<file path="src/stepper_ctrl_pkg.sv">
// Shared constants, field layout and carrier types of the stepper control bank
package stepper_ctrl_pkg;

  // Clock rate
  localparam int CLK_FREQ_HZ = 100_000_000;
  localparam int CYC_PER_MS = CLK_FREQ_HZ / 1000;

  // Register addresses
  localparam logic [4:0] ADDR_STEP_CTRL = 5'h05;
  localparam logic [4:0] ADDR_FAULT_CTRL = 5'h06;
  localparam logic [4:0] ADDR_STALL_CTRL = 5'h07;

  // Reset values
  localparam logic [7:0] STEP_CTRL_RST = 8'h00;
  localparam logic [7:0] FAULT_CTRL_RST = 8'h30;
  localparam logic [7:0] STALL_CTRL_RST = 8'h08;

  // Step, direction and resolution fields
  localparam int DIR_BIT = 7;
  localparam int STEP_BIT = 6;
  localparam int DIR_SRC_BIT = 5;
  localparam int STEP_SRC_BIT = 4;
  localparam int RES_MSB = 3;
  localparam int RES_LSB = 0;

  // Fault and lock fields
  localparam int FLT_CLR_BIT = 7;
  localparam int LOCK_MSB = 6;
  localparam int LOCK_LSB = 4;
  localparam int OL_EN_BIT = 3;
  localparam int OCP_SEL_BIT = 2;
  localparam int OTSD_SEL_BIT = 1;
  localparam int THERMAL_WARNING_REPORT_BIT = 0;
  localparam logic [2:0] LOCK_CLOSE = 3'h6;
  localparam logic [2:0] LOCK_OPEN = 3'h3;

  // Stall and open-load fields
  localparam int STL_RSVD_MSB = 7;
  localparam int STL_RSVD_LSB = 6;
  localparam int STALL_LEARN_REQUEST_BIT = 5;
  localparam int STL_EN_BIT = 4;
  localparam int STALL_REPORT_ENABLE_BIT = 3;
  localparam int OPEN_LOAD_TIME_SELECT_MSB = 2;
  localparam int OPEN_LOAD_TIME_SELECT_LSB = 1;
  localparam int BLANK_BIT = 0;

  // Resolution codes
  localparam logic [3:0] RES_FULL_71 = 4'h1;
  localparam logic [3:0] RES_HALF_NC = 4'h2;
  localparam logic [3:0] RES_OFFSET = 4'h2;
  localparam logic [3:0] RES_LAST = 4'ha;

  // Serial frame layout
  localparam logic [4:0] FRAME_BITS = 5'h10;
  localparam int FRAME_READ_BIT = 14;
  localparam int FRAME_ADDR_MSB = 13;
  localparam int FRAME_ADDR_LSB = 9;
  localparam logic [4:0] RD_LOAD_BIT = 5'h08;
  localparam logic [1:0] STATUS_HEAD = 2'h3;

  // Longest open-load detection times
  localparam int OL_TIME0_MS = 200;
  localparam int OL_TIME1_MS = 125;
  localparam int OL_TIME2_MS = 75;
  localparam int OL_TIME3_MS = 3;
  localparam int OL_TIME0_CYC = OL_TIME0_MS * CYC_PER_MS;
  localparam int OL_TIME1_CYC = OL_TIME1_MS * CYC_PER_MS;
  localparam int OL_TIME2_CYC = OL_TIME2_MS * CYC_PER_MS;
  localparam int OL_TIME3_CYC = OL_TIME3_MS * CYC_PER_MS;
  localparam int OL_CNT_W = 25;

  typedef struct packed {
    logic write;
    logic [4:0] addr;
    logic [7:0] data;
  } spi_req_t;

  typedef struct packed {
    logic [3:0] ustepLog2;
    logic fullStepReduced;
    logic nonCircularHalf;
    logic openLoadEnable;
    logic overcurrentResponseSelect;
    logic thermalShutdownResponseSelect;
    logic stallDetectEnable;
    logic stallLearnRequest;
    logic stallReportEnable;
    logic [1:0] openLoadTimeSelect;
    logic slewBasedBlankingSelect;
  } drv_cfg_t;

  typedef enum logic [1:0] {
    LINK_IDLE = 2'b00,
    LINK_SHIFT = 2'b01,
    LINK_DONE = 2'b11
  } link_state_t;

endpackage : stepper_ctrl_pkg

</file>
<file path="src/spi_frame_link.sv">
// Serial frame receiver and reply shifter, sampled on the reference clock
`timescale 1ns/10ps
module spi_frame_link (
  input wire logic ref_clk,
  input wire logic rst,
  input wire logic sclk,
  input wire logic csN,
  input wire logic sdi,
  input wire logic [7:0] statusByte,
  input wire logic [7:0] rdData,
  output logic [4:0] rdAddr,
  output logic sdo,
  output logic sdoEn,
  output stepper_ctrl_pkg::spi_req_t req,
  output logic reqValid
);
  import stepper_ctrl_pkg::*;

  logic sclkMeta, sclkSync, sclkDly, csMeta, csSync, sdiMeta, sdiSync;
  logic sclkRise, sclkFall;
  link_state_t state;
  logic [4:0] bitCnt;
  logic [15:0] shiftIn;
  logic [7:0] statusLatch, rdLatch;

  // Two-flop synchronisers; edge detect looks only at the second stage
  always_ff @(posedge ref_clk or posedge rst) begin
    if (rst) begin
      sclkMeta <= 1'b0;
      sclkSync <= 1'b0;
      sclkDly <= 1'b0;
      csMeta <= 1'b1;
      csSync <= 1'b1;
      sdiMeta <= 1'b0;
      sdiSync <= 1'b0;
    end else begin
      sclkMeta <= sclk;
      sclkSync <= sclkMeta;
      sclkDly <= sclkSync;
      csMeta <= csN;
      csSync <= csMeta;
      sdiMeta <= sdi;
      sdiSync <= sdiMeta;
    end
  end

  assign sclkRise = sclkSync & ~sclkDly;
  assign sclkFall = ~sclkSync & sclkDly;

  // Frame sequencing: a frame counts only with exactly sixteen bits
  always_ff @(posedge ref_clk or posedge rst) begin
    if (rst) begin
      state <= LINK_IDLE;
      bitCnt <= 5'h00;
      shiftIn <= 16'h0000;
      statusLatch <= 8'h00;
    end else begin
      case (state)
        LINK_IDLE: begin
          if (!csSync) begin
            state <= LINK_SHIFT;
            bitCnt <= 5'h00;
            statusLatch <= statusByte;
          end
        end
        LINK_SHIFT: begin
          if (csSync) begin
            state <= LINK_DONE;
          end else if (sclkFall) begin
            shiftIn <= {shiftIn[14:0], sdiSync};
            if (bitCnt != 5'h1f) begin
              bitCnt <= bitCnt + 5'h01;
            end
          end
        end
        LINK_DONE: state <= LINK_IDLE;
        default: state <= LINK_IDLE;
      endcase
    end
  end

  // Reply bits launch on rising edges; the data byte is caught at bit eight
  always_ff @(posedge ref_clk or posedge rst) begin
    if (rst) begin
      sdo <= 1'b0;
      rdLatch <= 8'h00;
    end else if (state == LINK_SHIFT && sclkRise) begin
      if (bitCnt < RD_LOAD_BIT) begin
        sdo <= statusLatch[~bitCnt[2:0]];
      end else if (bitCnt == RD_LOAD_BIT) begin
        sdo <= rdData[7];
        rdLatch <= rdData;
      end else begin
        sdo <= rdLatch[~bitCnt[2:0]];
      end
    end
  end

  assign rdAddr = shiftIn[5:1];
  assign sdoEn = (state == LINK_SHIFT);
  assign reqValid = (state == LINK_DONE) && (bitCnt == FRAME_BITS);
  assign req.write = ~shiftIn[FRAME_READ_BIT];
  assign req.addr = shiftIn[FRAME_ADDR_MSB:FRAME_ADDR_LSB];
  assign req.data = shiftIn[7:0];

endmodule : spi_frame_link

</file>
<file path="src/open_load_timer.sv">
// Open-load qualification timer with four selectable windows
`timescale 1ns/10ps
module open_load_timer #(
  parameter int unsigned CYC0 = 20_000_000,
  parameter int unsigned CYC1 = 12_500_000,
  parameter int unsigned CYC2 = 7_500_000,
  parameter int unsigned CYC3 = 300_000
) (
  input wire logic ref_clk,
  input wire logic rst,
  input wire logic enable,
  input wire logic [1:0] timeSelect,
  input wire logic condition,
  output logic detect
);
  import stepper_ctrl_pkg::*;

  logic [OL_CNT_W-1:0] count, limit;

  // Window length chosen by the select field
  always_comb begin
    case (timeSelect)
      2'b00: limit = OL_CNT_W'(CYC0);
      2'b01: limit = OL_CNT_W'(CYC1);
      2'b10: limit = OL_CNT_W'(CYC2);
      default: limit = OL_CNT_W'(CYC3);
    endcase
  end

  // Condition must persist a whole window; fires once per episode
  always_ff @(posedge ref_clk or posedge rst) begin
    if (rst) begin
      count <= '0;
      detect <= 1'b0;
    end else begin
      detect <= 1'b0;
      if (!enable || !condition) begin
        count <= '0;
      end else if (count < limit) begin
        count <= count + OL_CNT_W'(1);
        detect <= (count == limit - OL_CNT_W'(1));
      end
    end
  end

endmodule : open_load_timer

</file>
<file path="src/stepper_ctrl_register_bank.sv">
// Step, fault-protection and stall control register bank with serial access
//
// Overview of operation
// - Register direction bit sets rotation sense
// - Writing step bit advances indexer once
// - Step bit clears itself after write
// - Direction source: pin at zero, register one
// - Step source: pin at zero, register one
// - Decode resolution field, full through 1/256
// - Fault clear empties latches, then self-clears
// - Lock code blocks writes except lock, clear
// - Unlocked: other lock codes change nothing
// - Unlock code reopens; resets unlocked
// - Open-load enable switches open-load detection
// - Overcurrent response: latched or auto-retry
// - Thermal shutdown response: latched or auto
// - Temperature warnings reach pin when enabled
// - Extended variant: timing and blanking bits
// - Stall learn starts, clears when done
// - Stall enable switches stall detection
// - Stall report gates stall onto pin
// - Open-load window 200/125/75/3 ms
`timescale 1ns/10ps
module stepper_ctrl_register_bank #(
  parameter bit EXTENDED_VARIANT = 1'b1,
  parameter int unsigned OL_CYC0 = stepper_ctrl_pkg::OL_TIME0_CYC,
  parameter int unsigned OL_CYC1 = stepper_ctrl_pkg::OL_TIME1_CYC,
  parameter int unsigned OL_CYC2 = stepper_ctrl_pkg::OL_TIME2_CYC,
  parameter int unsigned OL_CYC3 = stepper_ctrl_pkg::OL_TIME3_CYC
) (
  input wire logic ref_clk,
  input wire logic rst,
  input wire logic sclk,
  input wire logic csN,
  input wire logic sdi,
  output logic sdo,
  output logic sdoEn,
  input wire logic stepPin,
  input wire logic dirPin,
  input wire logic overcurrentRaw,
  input wire logic overtempShutdownRaw,
  input wire logic overtempWarnRaw,
  input wire logic undertempWarnRaw,
  input wire logic openLoadRaw,
  input wire logic stallRaw,
  input wire logic stallLearnDone,
  output logic stepAdvance,
  output logic stepDirection,
  output stepper_ctrl_pkg::drv_cfg_t drvCfg,
  output logic faultClearPulse,
  output logic faultIndicatorPinOut,
  output logic faultIndicatorPinOe
);
  import stepper_ctrl_pkg::*;

  // Synchronised pin levels and their previous values
  logic [7:0] pinMeta, pinSync, pinPrev;
  logic stepPinLvl, dirPinLvl, ocpLvl, otsLvl, otwLvl, utwLvl, olLvl, stlLvl;
  logic stepPinRise, ocpRise, otsRise, stlRise;

  // Link side
  spi_req_t req;
  logic reqValid;
  logic [4:0] rdAddr;
  logic [7:0] rdData, statusByte;

  // Register fields
  logic dirBit, stepBit, dirSrc, stepSrc;
  logic [3:0] resolutionField;
  logic faultClearBit;
  logic [2:0] lockField;
  logic openLoadEnable, overcurrentResponseSelect;
  logic thermalShutdownResponseSelect, thermalWarningReport;
  logic [1:0] stallRsvd;
  logic stallLearnRequest, stallDetectEnable, stallReportEnable;
  logic [1:0] openLoadTimeSelect;
  logic slewBasedBlankingSelect;

  // Write strobes and state
  logic locked, wrAny, wrStep, wrFault, wrStall;
  logic olDetect;
  logic ocpFlt, otsFlt, olFlt, stallFlt, learnOk, warnActive, faultAny;

  // Outside pin levels except stallLearnDone pass two flops before any logic reads them
  always_ff @(posedge ref_clk or posedge rst) begin
    if (rst) begin
      pinMeta <= 8'h00;
      pinSync <= 8'h00;
      pinPrev <= 8'h00;
    end else begin
      pinMeta <= {stepPin, dirPin, overcurrentRaw, overtempShutdownRaw,
                  overtempWarnRaw, undertempWarnRaw, openLoadRaw, stallRaw};
      pinSync <= pinMeta;
      pinPrev <= pinSync;
    end
  end

  assign stepPinLvl = pinSync[7];
  assign dirPinLvl = pinSync[6];
  assign ocpLvl = pinSync[5];
  assign otsLvl = pinSync[4];
  assign otwLvl = pinSync[3];
  assign utwLvl = pinSync[2];
  assign olLvl = pinSync[1];
  assign stlLvl = pinSync[0];
  assign stepPinRise = pinSync[7] & ~pinPrev[7];
  assign ocpRise = pinSync[5] & ~pinPrev[5];
  assign otsRise = pinSync[4] & ~pinPrev[4];
  assign stlRise = pinSync[0] & ~pinPrev[0];

  // Serial register port
  spi_frame_link u_link (
    .ref_clk(ref_clk),
    .rst(rst),
    .sclk(sclk),
    .csN(csN),
    .sdi(sdi),
    .statusByte(statusByte),
    .rdData(rdData),
    .rdAddr(rdAddr),
    .sdo(sdo),
    .sdoEn(sdoEn),
    .req(req),
    .reqValid(reqValid)
  );

  // Write decode; the lock shuts out step and stall writes, fault writes are gated per field
  assign locked = (lockField == LOCK_CLOSE);
  assign wrAny = reqValid & req.write;
  assign wrStep = wrAny & (req.addr == ADDR_STEP_CTRL) & ~locked;
  assign wrFault = wrAny & (req.addr == ADDR_FAULT_CTRL);
  assign wrStall = wrAny & (req.addr == ADDR_STALL_CTRL) & ~locked;

  // Step, direction and resolution register
  always_ff @(posedge ref_clk or posedge rst) begin
    if (rst) begin
      dirBit <= STEP_CTRL_RST[DIR_BIT];
      dirSrc <= STEP_CTRL_RST[DIR_SRC_BIT];
      stepSrc <= STEP_CTRL_RST[STEP_SRC_BIT];
      resolutionField <= STEP_CTRL_RST[RES_MSB:RES_LSB];
    end else if (wrStep) begin
      dirBit <= req.data[DIR_BIT];
      dirSrc <= req.data[DIR_SRC_BIT];
      stepSrc <= req.data[STEP_SRC_BIT];
      resolutionField <= req.data[RES_MSB:RES_LSB];
    end
  end

  // Step request lives a single cycle, so it can never read back as set
  always_ff @(posedge ref_clk or posedge rst) begin
    if (rst) begin
      stepBit <= STEP_CTRL_RST[STEP_BIT];
    end else begin
      stepBit <= wrStep & req.data[STEP_BIT];
    end
  end

  // Step and direction source selection
  always_ff @(posedge ref_clk or posedge rst) begin
    if (rst) begin
      stepAdvance <= 1'b0;
      stepDirection <= 1'b0;
    end else begin
      stepAdvance <= stepSrc ? stepBit : stepPinRise;
      stepDirection <= dirSrc ? dirBit : dirPinLvl;
    end
  end

  // Lock field: each state only answers to the code that leaves it
  always_ff @(posedge ref_clk or posedge rst) begin
    if (rst) begin
      lockField <= FAULT_CTRL_RST[LOCK_MSB:LOCK_LSB];
    end else if (wrFault) begin
      if (!locked && req.data[LOCK_MSB:LOCK_LSB] == LOCK_CLOSE) begin
        lockField <= LOCK_CLOSE;
      end else if (locked && req.data[LOCK_MSB:LOCK_LSB] == LOCK_OPEN) begin
        lockField <= LOCK_OPEN;
      end
    end
  end

  // Fault clear is honoured even while locked, then drops by itself
  always_ff @(posedge ref_clk or posedge rst) begin
    if (rst) begin
      faultClearBit <= FAULT_CTRL_RST[FLT_CLR_BIT];
    end else begin
      faultClearBit <= wrFault & req.data[FLT_CLR_BIT];
    end
  end

  assign faultClearPulse = faultClearBit;

  // Protection mode bits, shut out while locked
  always_ff @(posedge ref_clk or posedge rst) begin
    if (rst) begin
      openLoadEnable <= FAULT_CTRL_RST[OL_EN_BIT];
      overcurrentResponseSelect <= FAULT_CTRL_RST[OCP_SEL_BIT];
      thermalShutdownResponseSelect <= FAULT_CTRL_RST[OTSD_SEL_BIT];
      thermalWarningReport <= FAULT_CTRL_RST[THERMAL_WARNING_REPORT_BIT];
    end else if (wrFault && !locked) begin
      openLoadEnable <= req.data[OL_EN_BIT];
      overcurrentResponseSelect <= req.data[OCP_SEL_BIT];
      thermalShutdownResponseSelect <= req.data[OTSD_SEL_BIT];
      thermalWarningReport <= req.data[THERMAL_WARNING_REPORT_BIT];
    end
  end

  // Stall and open-load timing register
  always_ff @(posedge ref_clk or posedge rst) begin
    if (rst) begin
      stallRsvd <= STALL_CTRL_RST[STL_RSVD_MSB:STL_RSVD_LSB];
      stallDetectEnable <= STALL_CTRL_RST[STL_EN_BIT];
      stallReportEnable <= STALL_CTRL_RST[STALL_REPORT_ENABLE_BIT];
      openLoadTimeSelect <= STALL_CTRL_RST[OPEN_LOAD_TIME_SELECT_MSB:OPEN_LOAD_TIME_SELECT_LSB];
      slewBasedBlankingSelect <= STALL_CTRL_RST[BLANK_BIT];
    end else if (wrStall) begin
      stallRsvd <= req.data[STL_RSVD_MSB:STL_RSVD_LSB];
      stallDetectEnable <= req.data[STL_EN_BIT];
      stallReportEnable <= req.data[STALL_REPORT_ENABLE_BIT];
      // Base variant keeps these bits at zero
      if (EXTENDED_VARIANT) begin
        openLoadTimeSelect <= req.data[OPEN_LOAD_TIME_SELECT_MSB:OPEN_LOAD_TIME_SELECT_LSB];
        slewBasedBlankingSelect <= req.data[BLANK_BIT];
      end
    end
  end

  // Learn request holds until learning reports done; a new request wins
  always_ff @(posedge ref_clk or posedge rst) begin
    if (rst) begin
      stallLearnRequest <= STALL_CTRL_RST[STALL_LEARN_REQUEST_BIT];
    end else if (wrStall && req.data[STALL_LEARN_REQUEST_BIT]) begin
      stallLearnRequest <= 1'b1;
    end else if (stallLearnDone) begin
      stallLearnRequest <= 1'b0;
    end
  end

  // Learn success flag, dropped when a new learn starts
  always_ff @(posedge ref_clk or posedge rst) begin
    if (rst) begin
      learnOk <= 1'b0;
    end else if (stallLearnDone && stallLearnRequest) begin
      learnOk <= 1'b1;
    end else if (wrStall && req.data[STALL_LEARN_REQUEST_BIT]) begin
      learnOk <= 1'b0;
    end
  end

  // Open-load qualification window
  open_load_timer #(
    .CYC0(OL_CYC0),
    .CYC1(OL_CYC1),
    .CYC2(OL_CYC2),
    .CYC3(OL_CYC3)
  ) u_ol_timer (
    .ref_clk(ref_clk),
    .rst(rst),
    .enable(openLoadEnable),
    .timeSelect(openLoadTimeSelect),
    .condition(olLvl),
    .detect(olDetect)
  );

  // Overcurrent: latched until cleared, or follows the condition on retry
  always_ff @(posedge ref_clk or posedge rst) begin
    if (rst) begin
      ocpFlt <= 1'b0;
    end else if (overcurrentResponseSelect) begin
      ocpFlt <= ocpLvl;
    end else if (ocpRise) begin
      ocpFlt <= 1'b1;
    end else if (faultClearBit) begin
      ocpFlt <= 1'b0;
    end
  end

  // Thermal shutdown: latched or self-recovering
  always_ff @(posedge ref_clk or posedge rst) begin
    if (rst) begin
      otsFlt <= 1'b0;
    end else if (thermalShutdownResponseSelect) begin
      otsFlt <= otsLvl;
    end else if (otsRise) begin
      otsFlt <= 1'b1;
    end else if (faultClearBit) begin
      otsFlt <= 1'b0;
    end
  end

  // Open-load and stall latches; a new event beats a same-cycle clear
  always_ff @(posedge ref_clk or posedge rst) begin
    if (rst) begin
      olFlt <= 1'b0;
      stallFlt <= 1'b0;
    end else begin
      if (olDetect) begin
        olFlt <= 1'b1;
      end else if (faultClearBit || !openLoadEnable) begin
        olFlt <= 1'b0;
      end
      if (stlRise && stallDetectEnable) begin
        stallFlt <= 1'b1;
      end else if (faultClearBit) begin
        stallFlt <= 1'b0;
      end
    end
  end

  // Fault pin: open drain, pulled low while any reported fault stands
  assign warnActive = thermalWarningReport & (otwLvl | utwLvl);
  assign faultAny = ocpFlt | otsFlt | olFlt
                    | (stallReportEnable & stallFlt) | warnActive;

  always_ff @(posedge ref_clk or posedge rst) begin
    if (rst) begin
      faultIndicatorPinOe <= 1'b0;
    end else begin
      faultIndicatorPinOe <= faultAny;
    end
  end

  assign faultIndicatorPinOut = 1'b0;

  // Configuration to the indexer and protection logic
  always_ff @(posedge ref_clk or posedge rst) begin
    if (rst) begin
      drvCfg <= '0;
    end else begin
      // Reserved codes clamp to the finest step rather than misbehave
      if (resolutionField > RES_LAST) begin
        drvCfg.ustepLog2 <= RES_LAST - RES_OFFSET;
      end else if (resolutionField > RES_HALF_NC) begin
        drvCfg.ustepLog2 <= resolutionField - RES_OFFSET;
      end else if (resolutionField == RES_HALF_NC) begin
        drvCfg.ustepLog2 <= 4'h1;
      end else begin
        drvCfg.ustepLog2 <= 4'h0;
      end
      drvCfg.fullStepReduced <= (resolutionField == RES_FULL_71);
      drvCfg.nonCircularHalf <= (resolutionField == RES_HALF_NC);
      drvCfg.openLoadEnable <= openLoadEnable;
      drvCfg.overcurrentResponseSelect <= overcurrentResponseSelect;
      drvCfg.thermalShutdownResponseSelect <= thermalShutdownResponseSelect;
      drvCfg.stallDetectEnable <= stallDetectEnable;
      drvCfg.stallLearnRequest <= stallLearnRequest;
      drvCfg.stallReportEnable <= stallReportEnable;
      drvCfg.openLoadTimeSelect <= openLoadTimeSelect;
      drvCfg.slewBasedBlankingSelect <= slewBasedBlankingSelect;
    end
  end

  // Status byte leads every reply frame
  assign statusByte = {STATUS_HEAD, faultAny, ocpFlt, otsFlt, olFlt,
                       stallFlt, learnOk};

  // Read mux; one-shot bits always read zero, unmapped reads zero
  always_comb begin
    case (rdAddr)
      ADDR_STEP_CTRL: begin
        rdData = {dirBit, 1'b0, dirSrc, stepSrc, resolutionField};
      end
      ADDR_FAULT_CTRL: begin
        rdData = {1'b0, lockField, openLoadEnable,
                  overcurrentResponseSelect,
                  thermalShutdownResponseSelect,
                  thermalWarningReport};
      end
      ADDR_STALL_CTRL: begin
        rdData = {stallRsvd, stallLearnRequest, stallDetectEnable,
                  stallReportEnable, openLoadTimeSelect,
                  slewBasedBlankingSelect};
      end
      default: rdData = 8'h00;
    endcase
  end

endmodule : stepper_ctrl_register_bank

</file>
<file path="config.mk">
export PLATFORM = sky130hd
export DESIGN_NAME = stepper_ctrl_register_bank
export DESIGN_NICKNAME = d
export VERILOG_FILES = /design/src/stepper_ctrl_pkg.sv /design/src/spi_frame_link.sv /design/src/open_load_timer.sv /design/src/stepper_ctrl_register_bank.sv
export SDC_FILE = /design/constraint.sdc
export NUM_CORES = 1
export LEC_CHECK = 0
export BUFFER_PORTS_ARGS = -buffer_cell sky130_fd_sc_hd__buf_4
export CAP_MARGIN = 40
export CORE_ASPECT_RATIO = 1.25
export CORE_MARGIN = 2
export CORE_UTILIZATION = 60
export CTS_CLUSTER_DIAMETER = 40
export CTS_CLUSTER_SIZE = 14
export DETAILED_ROUTE_END_ITERATION = 8
export PLACE_DENSITY_LB_ADDON = 0.08
export SYNTH_ARGS = -nofsm -noshare
export SYNTH_HDL_FRONTEND = slang
export SYNTH_SLANG_ARGS = --single-unit
</file>
<file path="constraint.sdc">
create_clock -name ref_clk -period 5 [get_ports ref_clk]
set_input_delay 0.25 -clock ref_clk [delete_from_list [all_inputs] [get_ports ref_clk]]
set_output_delay 0.25 -clock ref_clk [all_outputs]
set_load 0.01 [all_outputs]
</file>
### Yosys cells after proc, flatten, opt, wreduce, memory -nomap -nowiden

Index checks and enable logic that the tools add are counted.

| word-level totals | value |
|---|---|
| input bits | 14 |
| bits in registers | 142 |
| output and inout port bits | 22 |

| cells by class | value |
|---|---|
| add/sub/neg operators | 4 |
| multiplexer cells | 39 |
| bitwise gates (word level) | 32 |
| magnitude comparators | 5 |
| reduce and logical (&&, ||, !) cells | 30 |
| equality and inequality tests | 24 |

Operator list:

| cell | count |
|---|---|
| $pmux W25 S3 | 1 |
| $mux W25 | 2 |
| $eq A5 B3 Y1 const B | 6 |
| $add A25 B1 Y25 const B | 1 |
| $eq A25 B25 Y1 | 1 |
| $lt A25 B25 Y1 | 1 |
| $sub A25 B1 Y25 const B | 1 |
| $pmux W8 S3 | 1 |
| $mux W1 | 21 |
| $mux W5 | 4 |
| $and A1 B1 Y1 | 16 |
| $reduce_bool A2 Y1 | 7 |
| $not A1 Y1 | 10 |
| $pmux W5 S2 | 1 |
| $logic_and A1 B1 Y1 | 8 |
| $mux W4 | 2 |
| $bmux W1 S3 | 2 |
| $eq A3 B3 Y1 const B | 2 |
| $mux W3 | 2 |
| $ne A2 B1 Y1 const B | 3 |
| $reduce_and A2 Y1 | 3 |
| $reduce_and A3 Y1 | 2 |
| $reduce_bool A3 Y1 | 2 |
| $add A5 B1 Y5 const B | 1 |
| other kinds (22) | 34 |

### Logic depth before layout (Yosys ltp)

| logic depth | value |
|---|---|
| word-level depth | 8 |
| mapped depth | 11 |

### By module

A second synthesis with hierarchy kept.

| unflattened totals | value |
|---|---|
| cell total of the unflattened synthesis | 600 |
| area, all modules | 6,862.8 um^2 |

By module, submodules not included:

| module | sequential area each (um^2) | cells an instance | instances | area each (um^2) |
|---|---|---|---|---|
| stepper_ctrl_register_bank | 1,654.1 | 178 | 1 | 2,506.2 |
| open_load_timer | 650.6 | 262 | 1 | 2,237.1 |
| spi_frame_link | 1,153.6 | 160 | 1 | 2,119.5 |

### Least setup slack after synthesis

OpenSTA, ideal clock, no wires.

| timing path | value |
|---|---|
| kind | register to register |
| start | register openLoadTimeSelect[1] |
| end | register u_ol_timer.count[24] |
| stages on the path, launching flop included | 10 |
| path slack | 2.430 ns |
| period minus slack after synthesis | 2.570 ns |
| arrival time | 2.492 ns |
| path buffers | 0 |
| setup time | 0.078 ns |
| path through | dfrtp_1 inv_1 ha_1 ha_1 a21oi_1 o211ai_1 o21ai_4 nand3_4 or4_1 a21oi_1 |

| on the way | value |
|---|---|
| longest elaborated chain between the ends | 4 |

RTL lines:

| element | RTL line | text |
|---|---|---|
| start, declared | stepper_ctrl_register_bank.sv:76 | `logic [1:0] openLoadTimeSelect;` |
| start signal, assigned | stepper_ctrl_register_bank.sv:214 | `openLoadTimeSelect <= STALL_CTRL_RST[OPEN_LOAD_TIME_SELECT_MSB:OPEN_LOAD_TIME_SELECT_LSB];` |
| start signal, assigned | stepper_ctrl_register_bank.sv:222 | `openLoadTimeSelect <= req.data[OPEN_LOAD_TIME_SELECT_MSB:OPEN_LOAD_TIME_SELECT_LSB];` |
| $eq A2 B2 Y1, or another cell as far along | open_load_timer.sv:22 | `case (timeSelect)` |
| $pmux W25 S3 * | open_load_timer.sv:22 |  |
| $lt A25 B25 Y1 * | open_load_timer.sv:39 | `end else if (count < limit) begin` |
| $reduce_bool A2 Y1 (no line) * | - |  |
| end signal, assigned | open_load_timer.sv:40 | `count <= count + OL_CNT_W'(1);` |
| end, declared | open_load_timer.sv:18 | `logic [OL_CNT_W-1:0] count, limit;` |

Every way passes the cells marked *; elsewhere a longest branch is shown, timed or not.
A chain may end at the register's enable or synchronous reset.

### Worst setup path in the final report

| timing path | value |
|---|---|
| start | register openLoadTimeSelect[1] |
| end | register u_ol_timer.count[6] |

The elaborated chain is that of the path after synthesis.

==> flow_metrics.py <==
metrics = {
    "global_route": {
        "overflow": 0,
        "grt_max_degree": 86,
        "grt_antenna_before_repair": 0,
        "grt_pass1_wl_mm": 21.6,
        "grt_pass1_vias": 4495,
        "grt_use_total": 0.251,
    },
    "power_and_ir_drop": {
        "p_leak_nw": 3.28,
        "cellPowerDensity_mw_per_mm2": 345,
        "power.switching_mw": 0.626,
        "total_power_mw": 2.55,
        "peakVddDrop_v": 0.000206,
        "pwr-share-clk": 0.449,
        "p_seq_frac": 0.486,
        "p_int_mw": 1.93,
        "p_sw_frac": 0.245,
        "combPwrFrac": 0.065,
    },
    "placed_design": {
        "detailed_place_hpwl_mm": 9.14,
        "io_buffers": 34,
        "routabilityCongestion": 0.856,
    },
    "finish": {
        "final_common_cell": "dfrtp_1",
        "final_cell_mix": "dfrtp_1 (133), nand2_1 (50), buf_4 (37)",
        "n_fill_cell": 778,
        "area_growth_pct": 16.6,
        "fin_nets": 664,
        "antennaDiodeCount": 0,
        "drive_above_1_share": 0.194,
    },
    "cts": {
        "cts_resized": 0,
        "htreeDepth": 4,
        "clock_path_buffers": 2,
        "hold_buffers": 12,
        "cts_tree": "done",
        "cts.sinks": 137,
        "post_cts_buffers": 0,
        "path_clk_slew_ns": 0.06,
        "cts-buffers-inserted": 17,
        "clock_latency_ns": 0.42,
        "cts_root_buf": "clkbuf_16",
    },
    "min_path": {
        "holdCritPathClass": "primary input to register",
    },
    "route": {
        "wl_per_cell_um": 17.4,
        "vias": 4429,
        "avgViaCountPerCell": 5.82,
        "ant_nets": 0,
        "drt_first_pass_iters": 4,
        "drtIter0Drc": 213,
        "wirelength_mm": 13.3,
        "route.detailed.drc": 0,
    },
    "logic_synthesis": {
        "yosysSeqAreaShare": 0.541,
        "synth-main-ff-cell": "dfrtp_1",
        "ys_seq_elements": 137,
        "postSynth.asyncResetShare": 1.00,
        "syn_inst": 561,
        "synthDistinctLibCells": 62,
        "syn-num-nets": 609,
        "syn_area_mm2": 0.00634,
        "syn_area_per_cell_um2": 11.3,
        "yosys_warnings": 0,
        "synth_edf_count": 0,
    },
    "setup_path": {
        "crit_arrival_ns": 3.33,
        "critPathKind": "register to register",
        "slowest_stage": "dfrtp_1",
        "worstPathCellList": "inv_1 -> ha_1 -> inv_1 -> ha_1 -> a211oi_1 -> o21ai_0 -> nand2_1 -> nand3_2 -> or4_1 -> a21oi_1",
        "slowest_delay_ns": 0.49,
        "rrSetupSlack_ns": 2.01,
        "cp-end-kind": "register",
        "cp-start-kind": "register",
        "crit_fanout": 13,
        "cp.required_ns": 5.34,
    },
    "status": {
        "status": "completed",
    },
    "timing": {
        "hold_viol_final": 0,
        "slew_violations": 0,
        "rsz0062_at_grt": "no",
        "setup_violations": 0,
        "slew_headroom": 0.486,
        "period_minus_slack_ns": 2.99,
        "skew_ns": 0.00681,
        "tns_ns": 0,
        "fmaxAchievable_mhz": 334,
        "worst_pin_slew_ns": 0.767,
        "period_share": 0.599,
    },
    "die": {
        "io_pins": 36,
        "die_y_um": 119,
        "core_mm2": 0.0105,
        "core.rowCount": 42,
        "die_area_mm2": 0.0114,
        "start_util": 0.607,
        "die_w_um": 96.0,
    },
    "flow_run": {
        "cap_viol_max_count": 0,
    },
}
-- registers in the layout, summed over array words and instances (netlist names), 2 cells and up --
signal	cells
pinPrev	4
resolutionField	4
lockField	2
u_link.bitCnt	5
drvCfg	15
pinMeta	8
u_link.statusLatch	7
stallRsvd	2
openLoadTimeSelect	2
u_link.rdLatch	8
u_link.shiftIn	15
u_link.state	2
u_ol_timer.count	25
pinSync	8
-- metal layers --
| layer | track usage | wire [um] |
|---|---|---|
| met2 | 0.437 | 7200 |
| met1 | 0.290 | 5320 |
| met4 | 0.129 | 415 |
| met3 | 0.0468 | 320 |
| met5 | 0 | 0 |
-- cells by family (layout without fill, tap and decap cells) --
kind of cell | count (synthesis) | count (layout) | synth area share
and+or+nand+nor | 176 | 176 | 0.152
xor gates and xnor gates | 10 | 10 | 0.0138
muxes | 41 | 41 | 0.0773
buffers and inverters | 40 | 108 | 0.0274
adders and majority gates | 34 | 34 | 0.0671
DFF | 137 | 137 | 0.541
AOI/OAI and AO/OA | 122 | 122 | 0.121
other | 1 | 1 | 0.000591
-- path summary, 6_finish.rpt --
| path | startpoint | to | depth (start not counted) |
|---|---|---|---|
| hold / removal | stallLearnDone | stallLearnRequest$_DFFE_PP0P_ | 2 |
| min in group asynchronous | rst | pinMeta[4]$_DFF_PP0_ | 3 |
| setup reg to reg | openLoadTimeSelect[1]$_DFFE_PP0P_ | u_ol_timer.count[6]$_DFFE_PP0P_ | 10 |
| setup / recovery | openLoadTimeSelect[1]$_DFFE_PP0P_ | u_ol_timer.count[6]$_DFFE_PP0P_ | 10 |
| hold reg to reg | pinMeta[6]$_DFF_PP0_ | pinSync[6]$_DFF_PP0_ | 0 |
| max in group asynchronous | rst | u_ol_timer.count[23]$_DFFE_PP0P_ | 4 |
-- per-stage QoR --
step	hold WS, ns	setup WS, ns	cells	utilization	area [um^2]
final	0.0414	2.01	761	0.707	7400
after global routing	0.0610	1.76	761	0.707	7400
after CTS	0.0306	2.05	761	0.707	7400
after detailed placement	0.341	2.09	717	0.644	6730
after global placement	0.333	2.14	716	0.642	6720
after floorplan	0.254	1.09	561	-	6340
-- cell usage after synthesis, drive strengths merged (4+ instances only) --
master	count	area (um^2)
a22o	4	35.0
buf	5	42.5
and2	5	31.3
mux2	34	383
ha	34	425
or3	17	106
nand4	12	96.3
nor2	24	90.1
nand3	17	103
and3	12	75.1
nor4	5	31.3
dfstp	4	105
nor3	12	86.3
xor2	6	52.6
nand2	50	188
a21oi	34	170
xnor2	4	35.0
dfrtp	133	3330
mux2i	4	40.0
clkbuf	9	33.8
inv	26	97.6
o31ai	8	60.1
nand2b	8	50.1
a22oi	5	37.5
o21ai	46	241
a211oi	5	47.5
-- critical path: cells and delay by family, from the launching register on --
family	cells	cell delay, ns
AOI/OAI and AO/OA	3	0.63
adders and majority gates	2	0.54
buffers and inverters	2	0.30
DFF	1	0.49
and+or+nand+nor	3	0.95
-- power by group through the flow --
| stage | Clock, mW | Combinational [mW] | Sequential (mW) |
|---|---|---|---|
| floorplan | 0 | 0.141 | 1.21 |
| global placement | 0 | 0.153 | 1.26 |
| detailed placement | 0 | 0.158 | 1.26 |
| CTS | 1.16 | 0.168 | 1.24 |
| global route | 1.21 | 0.187 | 1.25 |
| finish | 1.15 | 0.166 | 1.24 |
-- final cells by class --
class                   count  area (um^2)  area share
inverters                  26          103      0.0139
well taps                 132          165      0.0223
clock buffers              25          505      0.0683
flip-flops and latches    137         3430       0.464
repair buffers             50          413      0.0558
multi-input cells         384         2740       0.370
clock inverters             7         42.5     0.00575
Power figures use the tool's default switching activity.
